$ cat config.mk
export PLATFORM = sky130hd
export DESIGN_NAME = mcr_maint_top
export DESIGN_NICKNAME = d
export VERILOG_FILES = /design/src/mcr_pkg.sv /design/src/mcr_cmd_edge.sv /design/src/mcr_cfg_seq.sv /design/src/mcr_maint_top.sv
export SDC_FILE = /design/constraint.sdc
export NUM_CORES = 1
export LEC_CHECK = 0
export BUFFER_PORTS_ARGS = -buffer_cell sky130_fd_sc_hd__buf_2
export CORE_UTILIZATION = 54
export CTS_CLUSTER_DIAMETER = 120
export CTS_CLUSTER_SIZE = 24
export DETAILED_ROUTE_END_ITERATION = 16
export PLACE_DENSITY = 0.89
export SYNTH_ARGS = -nofsm -noshare
export SYNTH_HDL_FRONTEND = slang
export SYNTH_SLANG_ARGS = --single-unit
$ cat constraint.sdc
create_clock -name I_MCLK -period 2 [get_ports I_MCLK]
set_input_delay 0.1 -clock I_MCLK [delete_from_list [all_inputs] [get_ports I_MCLK]]
set_output_delay 0.1 -clock I_MCLK [all_outputs]
set_load 0.03 [all_outputs]
$ cat src/mcr_pkg.sv
// Purpose: Shared constants and types for the maintenance command registers
// Assumes: 16-bit register words, upper word at even address, lower at odd
// Notes: Command values are 32 bits built from an upper and a lower word
package mcr_pkg;

  localparam int unsigned CMD_COUNT = 10;
  localparam int unsigned ADDR_W = 16;
  localparam int unsigned WORD_W = 16;
  localparam int unsigned CMD_W = 32;
  localparam int unsigned ALARM_W = 8;
  localparam int unsigned CTRL_W = 16;
  localparam int unsigned SENSOR_W = 4;
  localparam int unsigned OUT_W = 16;

  // Register addresses (upper word of each command pair; the last is the final lower word)
  localparam logic [ADDR_W-1:0] ALARM_RESET_CMD_ADDR = 16'h0180;
  localparam logic [ADDR_W-1:0] ABS_POSITION_ERROR_RESET_CMD_ADDR = 16'h0182;
  localparam logic [ADDR_W-1:0] ALARM_HISTORY_CLEAR_CMD_ADDR = 16'h0184;
  localparam logic [ADDR_W-1:0] WARNING_HISTORY_CLEAR_CMD_ADDR = 16'h0186;
  localparam logic [ADDR_W-1:0] COMM_ERROR_HISTORY_CLEAR_CMD_ADDR = 16'h0188;
  localparam logic [ADDR_W-1:0] COMMAND_POSITION_PRESET_CMD_ADDR = 16'h018a;
  localparam logic [ADDR_W-1:0] PARAMETER_RECALC_CMD_ADDR = 16'h018c;
  localparam logic [ADDR_W-1:0] FACTORY_DEFAULTS_CMD_ADDR = 16'h018e;
  localparam logic [ADDR_W-1:0] NVM_LOAD_TO_RAM_CMD_ADDR = 16'h0190;
  localparam logic [ADDR_W-1:0] RAM_STORE_TO_NVM_CMD_ADDR = 16'h0192;
  localparam logic [ADDR_W-1:0] CMD_LAST_ADDR = 16'h0193;

  // Command indices, address order
  typedef enum logic [3:0] {
    MCR_ALARM_RESET,
    MCR_ABS_ERR_RESET,
    MCR_ALARM_HIST_CLR,
    MCR_WARN_HIST_CLR,
    MCR_COMM_HIST_CLR,
    MCR_POS_PRESET,
    MCR_RECALC,
    MCR_DEFAULTS,
    MCR_NVM_LOAD,
    MCR_NVM_STORE
  } mcr_cmd_e;

  // Legal command values
  localparam logic [CMD_W-1:0] CMD_VALUE_MAX = 32'h0000_0001;

  // Alarm classes that a general alarm reset may clear; bit 0 is the
  // absolute-position error, bit 7 a class that no reset clears
  localparam logic [ALARM_W-1:0] ALARM_RESETTABLE_MASK = 8'h7e;
  localparam logic [ALARM_W-1:0] ABS_POS_ERROR_BIT = 8'h01;

  // Settings kept by full initialisation: parity, stop bits, answer wait
  localparam logic [2:0] DEFAULTS_KEEP_MASK = 3'h7;

  // Time the setup takes while configuration runs
  localparam int unsigned CLK_PERIOD_NS = 8;
  localparam int unsigned CFG_TIME_NS = 10000;
  localparam int unsigned CFG_CYCLES_INT = (CFG_TIME_NS + CLK_PERIOD_NS - 1) / CLK_PERIOD_NS;
  localparam logic [11:0] CFG_CYCLES = 12'(CFG_CYCLES_INT);

  // Reset values
  localparam logic [WORD_W-1:0] UPPER_HOLD_RESET = 16'h0000;
  localparam logic [CMD_COUNT-1:0] CMD_STATE_RESET = 10'h000;

  typedef enum {
    MCR_CFG_IDLE,
    MCR_CFG_RUN,
    MCR_CFG_DONE
  } mcr_cfg_state_e;

endpackage

$ cat src/mcr_cmd_edge.sv
// Purpose: Keeps the stored value of each command and flags 0-to-1 writes
// Assumes: Only values 0 and 1 reach this module
// Notes: One pulse per accepted rising write
module mcr_cmd_edge
  import mcr_pkg::*;
(
  // Clock and reset
  input wire logic I_MCLK,
  input wire logic I_RESET,
  // Decoded write
  input wire logic i_wr,
  input wire logic [3:0] i_idx,
  input wire logic i_value,
  // Trigger pulses
  output logic [mcr_pkg::CMD_COUNT-1:0] o_fire
);
  import mcr_pkg::*;

  typedef struct packed {
    logic [CMD_COUNT-1:0] value;
    logic [CMD_COUNT-1:0] fire;
  } mcr_edge_s;

  mcr_edge_s st_reg;
  mcr_edge_s st_next;
  logic [CMD_COUNT-1:0] hit;

  genvar g;
  generate
    for (g = 0; g < CMD_COUNT; g++) begin : g_cmd
      assign hit[g] = i_wr && (i_idx == 4'(g));
    end
  endgenerate

  always_comb begin
    st_next = st_reg;
    // A write of 0 only rearms; only a 0-to-1 change fires
    st_next.fire = hit & ~st_reg.value & {CMD_COUNT{i_value}};
    st_next.value = (st_reg.value & ~hit) | (hit & {CMD_COUNT{i_value}});
  end

  always_ff @(posedge I_MCLK) begin
    if (I_RESET) begin
      st_reg <= '{value: CMD_STATE_RESET, fire: CMD_STATE_RESET};
    end else begin
      st_reg <= st_next;
    end
  end

  assign o_fire = st_reg.fire;

endmodule

$ cat src/mcr_cfg_seq.sv
// Purpose: Runs the configuration sequence when its preconditions hold
// Assumes: Precondition inputs are already synchronised
// Notes: A refused trigger leaves everything as it was
module mcr_cfg_seq
  import mcr_pkg::*;
(
  // Clock and reset
  input wire logic I_MCLK,
  input wire logic I_RESET,
  // Trigger and preconditions
  input wire logic i_start,
  input wire logic i_alarm_any,
  input wire logic i_moving,
  input wire logic i_tool_busy,
  // Sequence state
  output logic o_busy,
  output logic o_recalc,
  output logic o_done,
  output logic o_refused
);
  import mcr_pkg::*;

  typedef struct packed {
    mcr_cfg_state_e state;
    logic [11:0] count;
    logic recalc;
    logic done;
    logic refused;
  } mcr_cfg_s;

  mcr_cfg_s st_reg;
  mcr_cfg_s st_next;
  logic ok;

  assign ok = !i_alarm_any && !i_moving && !i_tool_busy;

  always_comb begin
    st_next = st_reg;
    st_next.recalc = 1'b0;
    st_next.done = 1'b0;
    st_next.refused = 1'b0;
    unique case (st_reg.state)
      MCR_CFG_IDLE: begin
        if (i_start && ok) begin
          st_next.state = MCR_CFG_RUN;
          st_next.count = CFG_CYCLES;
          st_next.recalc = 1'b1;
        end else if (i_start) begin
          st_next.refused = 1'b1;
        end
      end
      MCR_CFG_RUN: begin
        if (st_reg.count == 12'h001) begin
          st_next.state = MCR_CFG_DONE;
        end
        st_next.count = st_reg.count - 12'h001;
      end
      MCR_CFG_DONE: begin
        st_next.state = MCR_CFG_IDLE;
        st_next.done = 1'b1;
      end
    endcase
  end

  always_ff @(posedge I_MCLK) begin
    if (I_RESET) begin
      st_reg <= '{state: MCR_CFG_IDLE, count: 12'h000, recalc: 1'b0, done: 1'b0,
                  refused: 1'b0};
    end else begin
      st_reg <= st_next;
    end
  end

  assign o_busy = (st_reg.state != MCR_CFG_IDLE);
  assign o_recalc = st_reg.recalc;
  assign o_done = st_reg.done;
  assign o_refused = st_reg.refused;

endmodule

$ cat src/mcr_maint_top.sv
// Purpose: Maintenance command registers of a motor driver controller
// Assumes: Register words arrive already deframed from the serial link
// Notes: All commands are write-only; pins are synchronised on entry
// Function
// - Commands act only on a 0-to-1 write; legal values are 0 and 1.
// - Alarm reset clears present alarms, except classes that stay.
// - Dedicated reset clears the absolute-position error alarm.
// - Clear-alarm-history erases all past alarm records.
// - Clear-warning-history erases all past warning records.
// - Clear-comm-error-history erases stored communication error codes.
// - Position preset loads the command position counter with the preset.
// - Configuration recomputes parameters and redoes driver setup.
// - Full initialisation restores stored data and parameters to defaults.
// - Full initialisation keeps parity, stop bits and answer wait time.
// - Batch load copies stored data into working RAM, overwriting it.
// - Batch store copies working RAM parameters into non-volatile storage.
// - Configuration runs only with no alarm, no motion, no tool busy.
// - During configuration: brake held, motor off, power lit, fault off.
// - During configuration inputs and sensors ignored, outputs undefined.
// - After configuration indicators and outputs follow real condition.
// - No automatic return move directly after configuration.
module mcr_maint_top
  import mcr_pkg::*;
(
  // Clock and reset
  input wire logic I_MCLK,
  input wire logic I_RESET,
  // Register word writes
  input wire logic I_REG_WR,
  input wire logic [mcr_pkg::ADDR_W-1:0] I_REG_ADDR,
  input wire logic [mcr_pkg::WORD_W-1:0] I_REG_WDATA,
  output logic O_REG_ACK,
  output logic O_REG_ERR,
  // Driver condition pins
  input wire logic [mcr_pkg::ALARM_W-1:0] I_ALARM_ACTIVE,
  input wire logic I_MOTOR_MOVING,
  input wire logic I_TOOL_BUSY,
  input wire logic I_BRAKE_HOLD_REQ,
  input wire logic I_EXCITE_REQ,
  input wire logic I_POWER_OK,
  input wire logic I_AUTO_RETURN_COND,
  input wire logic [mcr_pkg::CTRL_W-1:0] I_CTRL_IN,
  input wire logic [mcr_pkg::SENSOR_W-1:0] I_SENSOR_IN,
  input wire logic [mcr_pkg::OUT_W-1:0] I_SIG_OUT,
  // Maintenance actions
  output logic [mcr_pkg::ALARM_W-1:0] O_ALARM_CLEAR,
  output logic O_ALARM_HIST_CLEAR,
  output logic O_WARN_HIST_CLEAR,
  output logic O_COMM_HIST_CLEAR,
  output logic O_POS_PRESET_LOAD,
  output logic O_PARAM_RECALC,
  output logic O_DEFAULTS_RESTORE,
  output logic [2:0] O_DEFAULTS_KEEP,
  output logic O_NVM_LOAD,
  output logic O_NVM_STORE,
  // Driver state during configuration
  output logic O_CFG_BUSY,
  output logic O_CFG_REFUSED,
  output logic O_BRAKE_HOLD,
  output logic O_EXCITE,
  output logic O_POWER_INDICATOR,
  output logic O_FAULT_INDICATOR,
  output logic O_AUTO_RETURN_ALLOW,
  output logic [mcr_pkg::CTRL_W-1:0] O_CTRL_IN,
  output logic [mcr_pkg::SENSOR_W-1:0] O_SENSOR_IN,
  output logic [mcr_pkg::OUT_W-1:0] O_SIG_OUT
);
  import mcr_pkg::*;

  localparam int unsigned PIN_W = ALARM_W + 6 + CTRL_W + SENSOR_W + OUT_W;

  typedef struct packed {
    logic [PIN_W-1:0] sync1;
    logic [PIN_W-1:0] sync2;
    logic [WORD_W-1:0] upper_hold;
    logic ack;
    logic err;
    logic [ALARM_W-1:0] alarm_clear;
    logic alarm_hist_clr;
    logic warn_hist_clr;
    logic comm_hist_clr;
    logic pos_load;
    logic defaults;
    logic nvm_load;
    logic nvm_store;
    logic ret_inhibit;
    logic brake;
    logic excite;
    logic power_ind;
    logic fault_ind;
    logic ret_allow;
    logic [CTRL_W-1:0] ctrl;
    logic [SENSOR_W-1:0] sensor;
    logic [OUT_W-1:0] sig_out;
  } mcr_top_s;

  mcr_top_s st_reg;
  mcr_top_s st_next;

  logic [PIN_W-1:0] pins;
  logic [ALARM_W-1:0] s_alarm;
  logic s_moving;
  logic s_tool;
  logic s_brake;
  logic s_excite;
  logic s_power;
  logic s_ret_cond;
  logic [CTRL_W-1:0] s_ctrl;
  logic [SENSOR_W-1:0] s_sensor;
  logic [OUT_W-1:0] s_sig_out;
  logic [ADDR_W-1:0] rel_addr;
  logic in_range;
  logic [CMD_W-1:0] full_value;
  logic value_ok;
  logic cmd_wr;
  logic [3:0] cmd_idx;
  logic [CMD_COUNT-1:0] fire;
  logic cfg_busy;
  logic cfg_recalc;
  logic cfg_done;
  logic cfg_refused;

  assign pins = {I_ALARM_ACTIVE, I_MOTOR_MOVING, I_TOOL_BUSY, I_BRAKE_HOLD_REQ,
                 I_EXCITE_REQ, I_POWER_OK, I_AUTO_RETURN_COND, I_CTRL_IN,
                 I_SENSOR_IN, I_SIG_OUT};
  assign {s_alarm, s_moving, s_tool, s_brake, s_excite, s_power, s_ret_cond,
          s_ctrl, s_sensor, s_sig_out} = st_reg.sync2;

  // Upper word is held until its lower word completes the 32-bit value
  assign rel_addr = I_REG_ADDR - ALARM_RESET_CMD_ADDR;
  assign in_range = (I_REG_ADDR >= ALARM_RESET_CMD_ADDR) && (I_REG_ADDR <= CMD_LAST_ADDR);
  assign full_value = {st_reg.upper_hold, I_REG_WDATA};
  assign value_ok = (full_value <= CMD_VALUE_MAX);
  assign cmd_wr = I_REG_WR && in_range && I_REG_ADDR[0] && value_ok;
  assign cmd_idx = rel_addr[4:1];

  mcr_cmd_edge u_edge (
    .I_MCLK(I_MCLK),
    .I_RESET(I_RESET),
    .i_wr(cmd_wr),
    .i_idx(cmd_idx),
    .i_value(full_value[0]),
    .o_fire(fire)
  );

  mcr_cfg_seq u_cfg (
    .I_MCLK(I_MCLK),
    .I_RESET(I_RESET),
    .i_start(fire[MCR_RECALC]),
    .i_alarm_any(|s_alarm),
    .i_moving(s_moving),
    .i_tool_busy(s_tool),
    .o_busy(cfg_busy),
    .o_recalc(cfg_recalc),
    .o_done(cfg_done),
    .o_refused(cfg_refused)
  );

  always_comb begin
    st_next = st_reg;
    st_next.sync1 = pins;
    st_next.sync2 = st_reg.sync1;
    st_next.ack = 1'b0;
    st_next.err = 1'b0;
    if (I_REG_WR) begin
      if (!in_range) begin
        st_next.err = 1'b1;
      end else if (!I_REG_ADDR[0]) begin
        st_next.upper_hold = I_REG_WDATA;
        st_next.ack = 1'b1;
      end else begin
        // Values other than 0 and 1 are rejected and change no command; the held upper word clears
        st_next.upper_hold = UPPER_HOLD_RESET;
        st_next.ack = value_ok;
        st_next.err = !value_ok;
      end
    end
    // Absolute-position error needs its own command
    st_next.alarm_clear = ({ALARM_W{fire[MCR_ALARM_RESET]}} & ALARM_RESETTABLE_MASK)
                        | ({ALARM_W{fire[MCR_ABS_ERR_RESET]}} & ABS_POS_ERROR_BIT);
    st_next.alarm_hist_clr = fire[MCR_ALARM_HIST_CLR];
    st_next.warn_hist_clr = fire[MCR_WARN_HIST_CLR];
    st_next.comm_hist_clr = fire[MCR_COMM_HIST_CLR];
    st_next.pos_load = fire[MCR_POS_PRESET];
    st_next.defaults = fire[MCR_DEFAULTS];
    st_next.nvm_load = fire[MCR_NVM_LOAD];
    st_next.nvm_store = fire[MCR_NVM_STORE];
    // Suppress the return move until its condition drops once
    if (cfg_done && s_ret_cond) begin
      st_next.ret_inhibit = 1'b1;
    end else if (!s_ret_cond) begin
      st_next.ret_inhibit = 1'b0;
    end
    st_next.ret_allow = s_ret_cond && !st_next.ret_inhibit && !cfg_busy;
    if (cfg_busy) begin
      st_next.brake = 1'b1;
      st_next.excite = 1'b0;
      st_next.power_ind = 1'b1;
      st_next.fault_ind = 1'b0;
      // Zero rather than held so no stale start reaches the motion logic
      st_next.ctrl = '0;
      st_next.sensor = '0;
      st_next.sig_out = '0;
    end else begin
      st_next.brake = s_brake;
      st_next.excite = s_excite;
      st_next.power_ind = s_power;
      st_next.fault_ind = |s_alarm;
      st_next.ctrl = s_ctrl;
      st_next.sensor = s_sensor;
      st_next.sig_out = s_sig_out;
    end
  end

  always_ff @(posedge I_MCLK) begin
    if (I_RESET) begin
      st_reg <= '0;
    end else begin
      st_reg <= st_next;
    end
  end

  assign O_REG_ACK = st_reg.ack;
  assign O_REG_ERR = st_reg.err;
  assign O_ALARM_CLEAR = st_reg.alarm_clear;
  assign O_ALARM_HIST_CLEAR = st_reg.alarm_hist_clr;
  assign O_WARN_HIST_CLEAR = st_reg.warn_hist_clr;
  assign O_COMM_HIST_CLEAR = st_reg.comm_hist_clr;
  assign O_POS_PRESET_LOAD = st_reg.pos_load;
  assign O_PARAM_RECALC = cfg_recalc;
  assign O_DEFAULTS_RESTORE = st_reg.defaults;
  assign O_DEFAULTS_KEEP = DEFAULTS_KEEP_MASK;
  assign O_NVM_LOAD = st_reg.nvm_load;
  assign O_NVM_STORE = st_reg.nvm_store;
  assign O_CFG_BUSY = cfg_busy;
  assign O_CFG_REFUSED = cfg_refused;
  assign O_BRAKE_HOLD = st_reg.brake;
  assign O_EXCITE = st_reg.excite;
  assign O_POWER_INDICATOR = st_reg.power_ind;
  assign O_FAULT_INDICATOR = st_reg.fault_ind;
  assign O_AUTO_RETURN_ALLOW = st_reg.ret_allow;
  assign O_CTRL_IN = st_reg.ctrl;
  assign O_SENSOR_IN = st_reg.sensor;
  assign O_SIG_OUT = st_reg.sig_out;

endmodule

After elaboration in Yosys (flattened, before gate mapping) --
Cells that the tools add are included.
Cells by class: $add $sub $neg 2, multiply operators 0, div/mod/pow operators 0, magnitude comparators 3, equal/unequal tests 14, shift-type cells 0, muxes and demuxes 12, bitwise logic cells 11, reductions and logical operators 39
Operator list (number):
- $pmux 32 s3 | 1
- $mux 45 | 1
- $and 10x10->10 | 4
- $eq 32x1->1 const B | 1
- $eq 32x2->1 const B | 1
- $le 32x1->1 const B | 1
- $logic_not 32->1 | 1
- $mux 32 | 1
- $reduce_bool 32->1 | 1
- $pmux 12 s2 | 1
- $logic_and 1x1->1 | 20
- $not 10->10 | 2
- $mux 17 | 1
- $eq 4x3->1 const B | 4
- $ge 16x9->1 const B | 1
- $le 16x9->1 const B | 1
- $eq 12x1->1 const B | 1
- $sub 12x1->12 const B | 1
- $or 10x10->10 | 1
- $eq 4x2->1 const B | 2
- $eq 4x4->1 const B | 2
- $reduce_or 8->1 | 1
- $or 7x1->7 | 1
- $logic_not 1->1 | 6
- other kinds (11) | 24
Storage, ports and cells: register bits after elaboration 242, bits in latches 0, RAM bits 0, ROM bits 0, memories kept 0

Logic depth before layout (Yosys ltp) --
depth after elaboration 9, depth in mapped cells 8, gate-level depth less buffers 6

Modules after synthesis --
A second synthesis with hierarchy kept.
Unflattened totals: cells, all modules 659, area total of the unflattened synthesis 7029.2 um^2
Modules (own cells, without submodules):
- mcr_maint_top | times used 1, cells each 471, area an instance 5291.3 um^2
- mcr_cfg_seq | times used 1, cells each 101, area an instance 907.1 um^2
- mcr_cmd_edge | times used 1, cells each 87, area an instance 830.8 um^2

Worst setup path after synthesis --
OpenSTA, ideal clock, no wires.
path type reg-to-reg, start point reg u_cfg.st_reg[15] (netlist name), end point reg u_cfg.st_reg[9] (netlist name), arrival time 1.731 ns, data required time 1.926 ns, setup slack 0.194 ns, stages on the path, launching flop included 7, path buffers 0, period minus slack after synthesis 1.806 ns, path through dfxtp_1 inv_1 ha_1 inv_1 a31oi_1 or4_1 a31oi_1
Between the ends: cells in the longest elaborated chain, start to end 3, elaborated cells between the ends (all ways) 6
RTL lines:
- start, declared | RTL line mcr_cfg_seq.sv:31 | mcr_cfg_s st_reg;
- start signal, assigned | RTL line mcr_cfg_seq.sv:67 | st_reg <= '{state: MCR_CFG_IDLE, count: 12'h000, recalc: 1'b0, done: 1'b0,
- start signal, assigned | RTL line mcr_cfg_seq.sv:70 | st_reg <= st_next;
- $logic_not 32->1 or $eq 32x1->1 (tied branches) | RTL line mcr_cfg_seq.sv:42 | unique case (st_reg.state)
- $ne 2x1->1 (no line) or $reduce_bool 2->1 (tied branches)
- $reduce_and 2->1 (no line)
Parallel ways exist; a longest one is shown, timed or not. A chain may end at the register's enable or synchronous reset.

Worst setup path in the final report --
start point reg st_reg, in the netlist full_value[26], end point reg u_edge.st_reg, in the netlist u_edge.o_fire[4]
Between the ends: cells in the longest elaborated chain, start to end 5
RTL lines:
- start, declared | RTL line mcr_maint_top.sv:97 | mcr_top_s st_reg;
- start signal, assigned | RTL line mcr_maint_top.sv:219 | st_reg <= st_next;
- $le 32x1->1 | RTL line mcr_maint_top.sv:133 | assign value_ok = (full_value <= CMD_VALUE_MAX);
- $logic_and 1x1->1 | RTL line mcr_maint_top.sv:134 | assign cmd_wr = I_REG_WR && in_range && I_REG_ADDR[0] && value_ok;
- $logic_and 1x1->1 | RTL line mcr_cmd_edge.sv:31 | assign hit[g] = i_wr && (i_idx == 4'(g));
- $and 10x10->10 (2 in a row) | RTL line mcr_cmd_edge.sv:38 | st_next.fire = hit & ~st_reg.value & {CMD_COUNT{i_value}};
- end signal, assigned | RTL line mcr_cmd_edge.sv:44 | st_reg <= '{value: CMD_STATE_RESET, fire: CMD_STATE_RESET};
- end signal, assigned | RTL line mcr_cmd_edge.sv:46 | st_reg <= st_next;
- end, declared | RTL line mcr_cmd_edge.sv:24 | mcr_edge_s st_reg;
Every way passes these cells.

==> results by group <==
CTS
  – Number of buffers created by CTS: 12
  – Cell at the root of the clock tree: clkbuf_16
  – TritonCTS sink count: 206
  – Post-CTS clock slew at the launch and capture registers of the worst setup and hold paths: 90 ps
  – Worst-case clock buffer depth: 3
  – Clk Latency, worst-skew pair: 450 ps
  – Deepest level of the CTS H-tree: 1
  – TritonCTS clock tree: built
  – Number of buffers added for setup after CTS: 0

Timing
  – Part of the cycle the worst path needs: 93.2%
  – Count of endpoints failing hold in the final timing report: 0
  – Actual slew at the worst max-slew pin: 556 ps
  – Clock tree skew after final layout: 10.3 ps
  – Post-route minimum period: 1860 ps
  – Maximum clock frequency: 537 MHz
  – Final setup viols: 0
  – Setup TNS: 0 ps
  – Fin. max-slew vios: 0
  – Hold Worst Slack: 24.7 ps
  – Worst slew margin relative to its limit: 62.9%
  – Setup repair after global routing missed its margin: no

Finish
  – Post-layout utilization of the core: 68.2%
  – Largest register FFs: 50
  – Final instance area: 8780 µm²
  – Nets: 929
  – Area growth from synthesis to layout: 21.0%
  – Number of diodes: 0
  – Ratio of cells with drive above 1 in the final layout: 23.4%

Synth
  – Synthesized flop and latch total: 206
  – Average instance area after synthesis: 10.5 µm²
  – Count of unique library cells instantiated by Yosys: 41
  – Cells after Synth: 688
  – Share of flip-flops with an asynchronous set or reset: 0%
  – Syn. warnings: 0
  – Sequential element share of the synthesized area: 56.8%
  – Post-synth EDFFs: 0
  – Flip-flop cell with the highest count after synthesis: dfxtp_1
  – Synthesized cell area: 7260 µm²

Place
  – Buffers added on ports: 144
  – Placed inst area: 7820 µm²
  – Detailed placement HPWL: 8.34 mm
  – Placer congestion estimate: 0.857

Detailed routing
  – Number of nets with antenna violations after routing: 0
  – DRC violation count after routing: 0
  – Via density per instance: 4.87
  – Routed len/inst: 13.1 µm
  – DR vias: 4924
  – Drt first-iter violations: 225
  – Detailed-route wire length: 13.3 mm
  – 1st-pass router iterations: 4

Setup path
  – CP Launch Type: flip-flop
  – Worst endpoint data arrival time: 2230 ps
  – Type of element capturing the critical path: flip-flop
  – Data required time at the worst endpoint: 2360 ps
  – Worst-path fanout max: 10
  – Kind of critical path: reg2reg

GRT
  – GR Util met1: 23.3%
  – Met3 Usage GRT: 2.62%
  – Largest net degree at the start of global routing: 60
  – GR peak layer: met2
  – First-pass GRT wire length: 22.4 mm
  – Sum of overflow across all layers after global routing: 0
  – Number of global-route vias before repair: 4834
  – Number of antenna violations at the first check in global routing: 0
  – Global-route usage over all layers: 19.4%
  – Fraction of met2 tracks used by global routing: 36.7%

Pwr
  – Leak pwr: 3.70 nW
  – Power per unit of standard cell area: 849 nW/µm²
  – Overall power: 0.00746 W
  – Peak ir drop on the vdd network: 0.746 mV

Worst hold path
  – Path type of the worst min-delay path: in2reg

Die
  – Rows: 41
  – Die Wd: 118 µm
  – Core Area: 12900 µm²
  – Die Footprint: 13900 µm²
  – Top-Level Pins: 149
  – Starting density of the core: 56.4%
  – Die height: 118 µm

Outcome
  – Status: finished, final reports clean

Job
  – Max-cap viol count: 0
==> kinds of logic after synthesis <==
kind of cell	synth area share [%]
AND/OR/NAND/NOR	27.9
flip-flops	56.8
buffers and inverters	7.54
multiplexers	4.28
AO/OA/AOI/OAI	2.50
adder cells (fa/ha/maj)	0.862
other	0.104
==> cells in the final DEF, fill, tap and decap left out, drive strengths merged, types with 2 or more instances in the layout <==
master	count
a21oi	5
a311oi	4
a31oi	4
and2	40
and3	4
and4	2
buf	159
clkbuf	13
conb	4
dfxtp	206
dlygate4sd3	60
ha	5
inv	14
mux2i	31
nand2	8
nand2b	20
nand3	10
nand4	13
nor2	37
nor2b	131
nor3	6
nor3b	2
nor4	26
nor4b	7
o21ai	3
o31ai	3
o41ai	2
or2	2
or3	5
or4	7
==> per-layer routing <==
metal | part of all wire, % | up-vias
met2 | 52 | 132
met3 | 4.0 | 15
met1 | 43 | 2272
met4 | 1.5 | 0
met5 | 0 | -
li1 | - | 2505
==> layout make-up <==
type,instances,area (µm²)
Inverter,13,48.8
Multi-Input combinational cell,387,2620
Sequential cell,206,4120
Clock buffer,13,325
Clock inverter,1,11.3
Timing Repair Buffer,219,1440
Fill cell,931,4090
Tap cell,172,215
==> repair_timing <==
| item | CTS | global route |
|---|---|---|
| resized for setup | 0 | 4 |
| hold buffers | 60 | 0 |
| endpoints found under the hold margin | 62 | 0 |
| endpoints found under the setup margin | 0 | 6 |
==> synth_stat cells (all sizes together), types with 5 or more instances <==
| cell type | instances | area (µm²) |
|---|---|---|
| buf | 50 | 370 |
| nor3 | 6 | 30.0 |
| or4 | 7 | 52.6 |
| a21oi | 5 | 25.0 |
| nor2 | 37 | 139 |
| nor4 | 26 | 236 |
| nand2 | 8 | 30.0 |
| and2 | 40 | 250 |
| nor2b | 131 | 820 |
| or3 | 5 | 31.3 |
| nand3 | 10 | 50.1 |
| nor4b | 7 | 92.6 |
| dfxtp | 206 | 4120 |
| ha | 5 | 62.6 |
| nand4 | 13 | 81.3 |
| inv | 13 | 48.8 |
| clkbuf | 34 | 128 |
| nand2b | 20 | 125 |
| mux2i | 31 | 310 |
==> per-stage QoR <==
stage	instances	worst slack, ps
4_1_cts	1011	103
3_3_place_gp	937	241
5_1_grt	1011	27.7
2_1_floorplan	690	194
6_report	1011	136
3_5_place_dp	937	143
==> power by group <==
group | leakage, nW | switching, W | internal, W
sequential | 1.69 | 0.0000536 | 0.00425
combinational | 1.85 | 0.000410 | 0.000349
clock | 0.166 | 0.00122 | 0.00117
==> critical path: stages (launching register included) <==
cell and delay [ps]:
dfxtp_1 310, nor4_1 390, nand4_1 160, or4_1 480
buf_4 200, nor4b_2 240
==> path summary, 6_finish.rpt <==
check / startpoint / slack (ps) / endpoint / cells past startpoint
setup / recovery: full_value[26]$_SDFFE_PP0N_ / 140 / u_edge.o_fire[4]$_SDFF_PP0_ / 5
setup reg to reg: full_value[26]$_SDFFE_PP0N_ / 140 / u_edge.o_fire[4]$_SDFF_PP0_ / 5
hold reg to reg: s_ctrl[13]$_SDFF_PP0_ / 430 / O_CTRL_IN[13]$_SDFF_PP0_ / 1
hold / removal: I_REG_ADDR[4] / 20 / u_edge.o_fire[3]$_SDFF_PP0_ / 3
(Power assumes the default switching activity.)
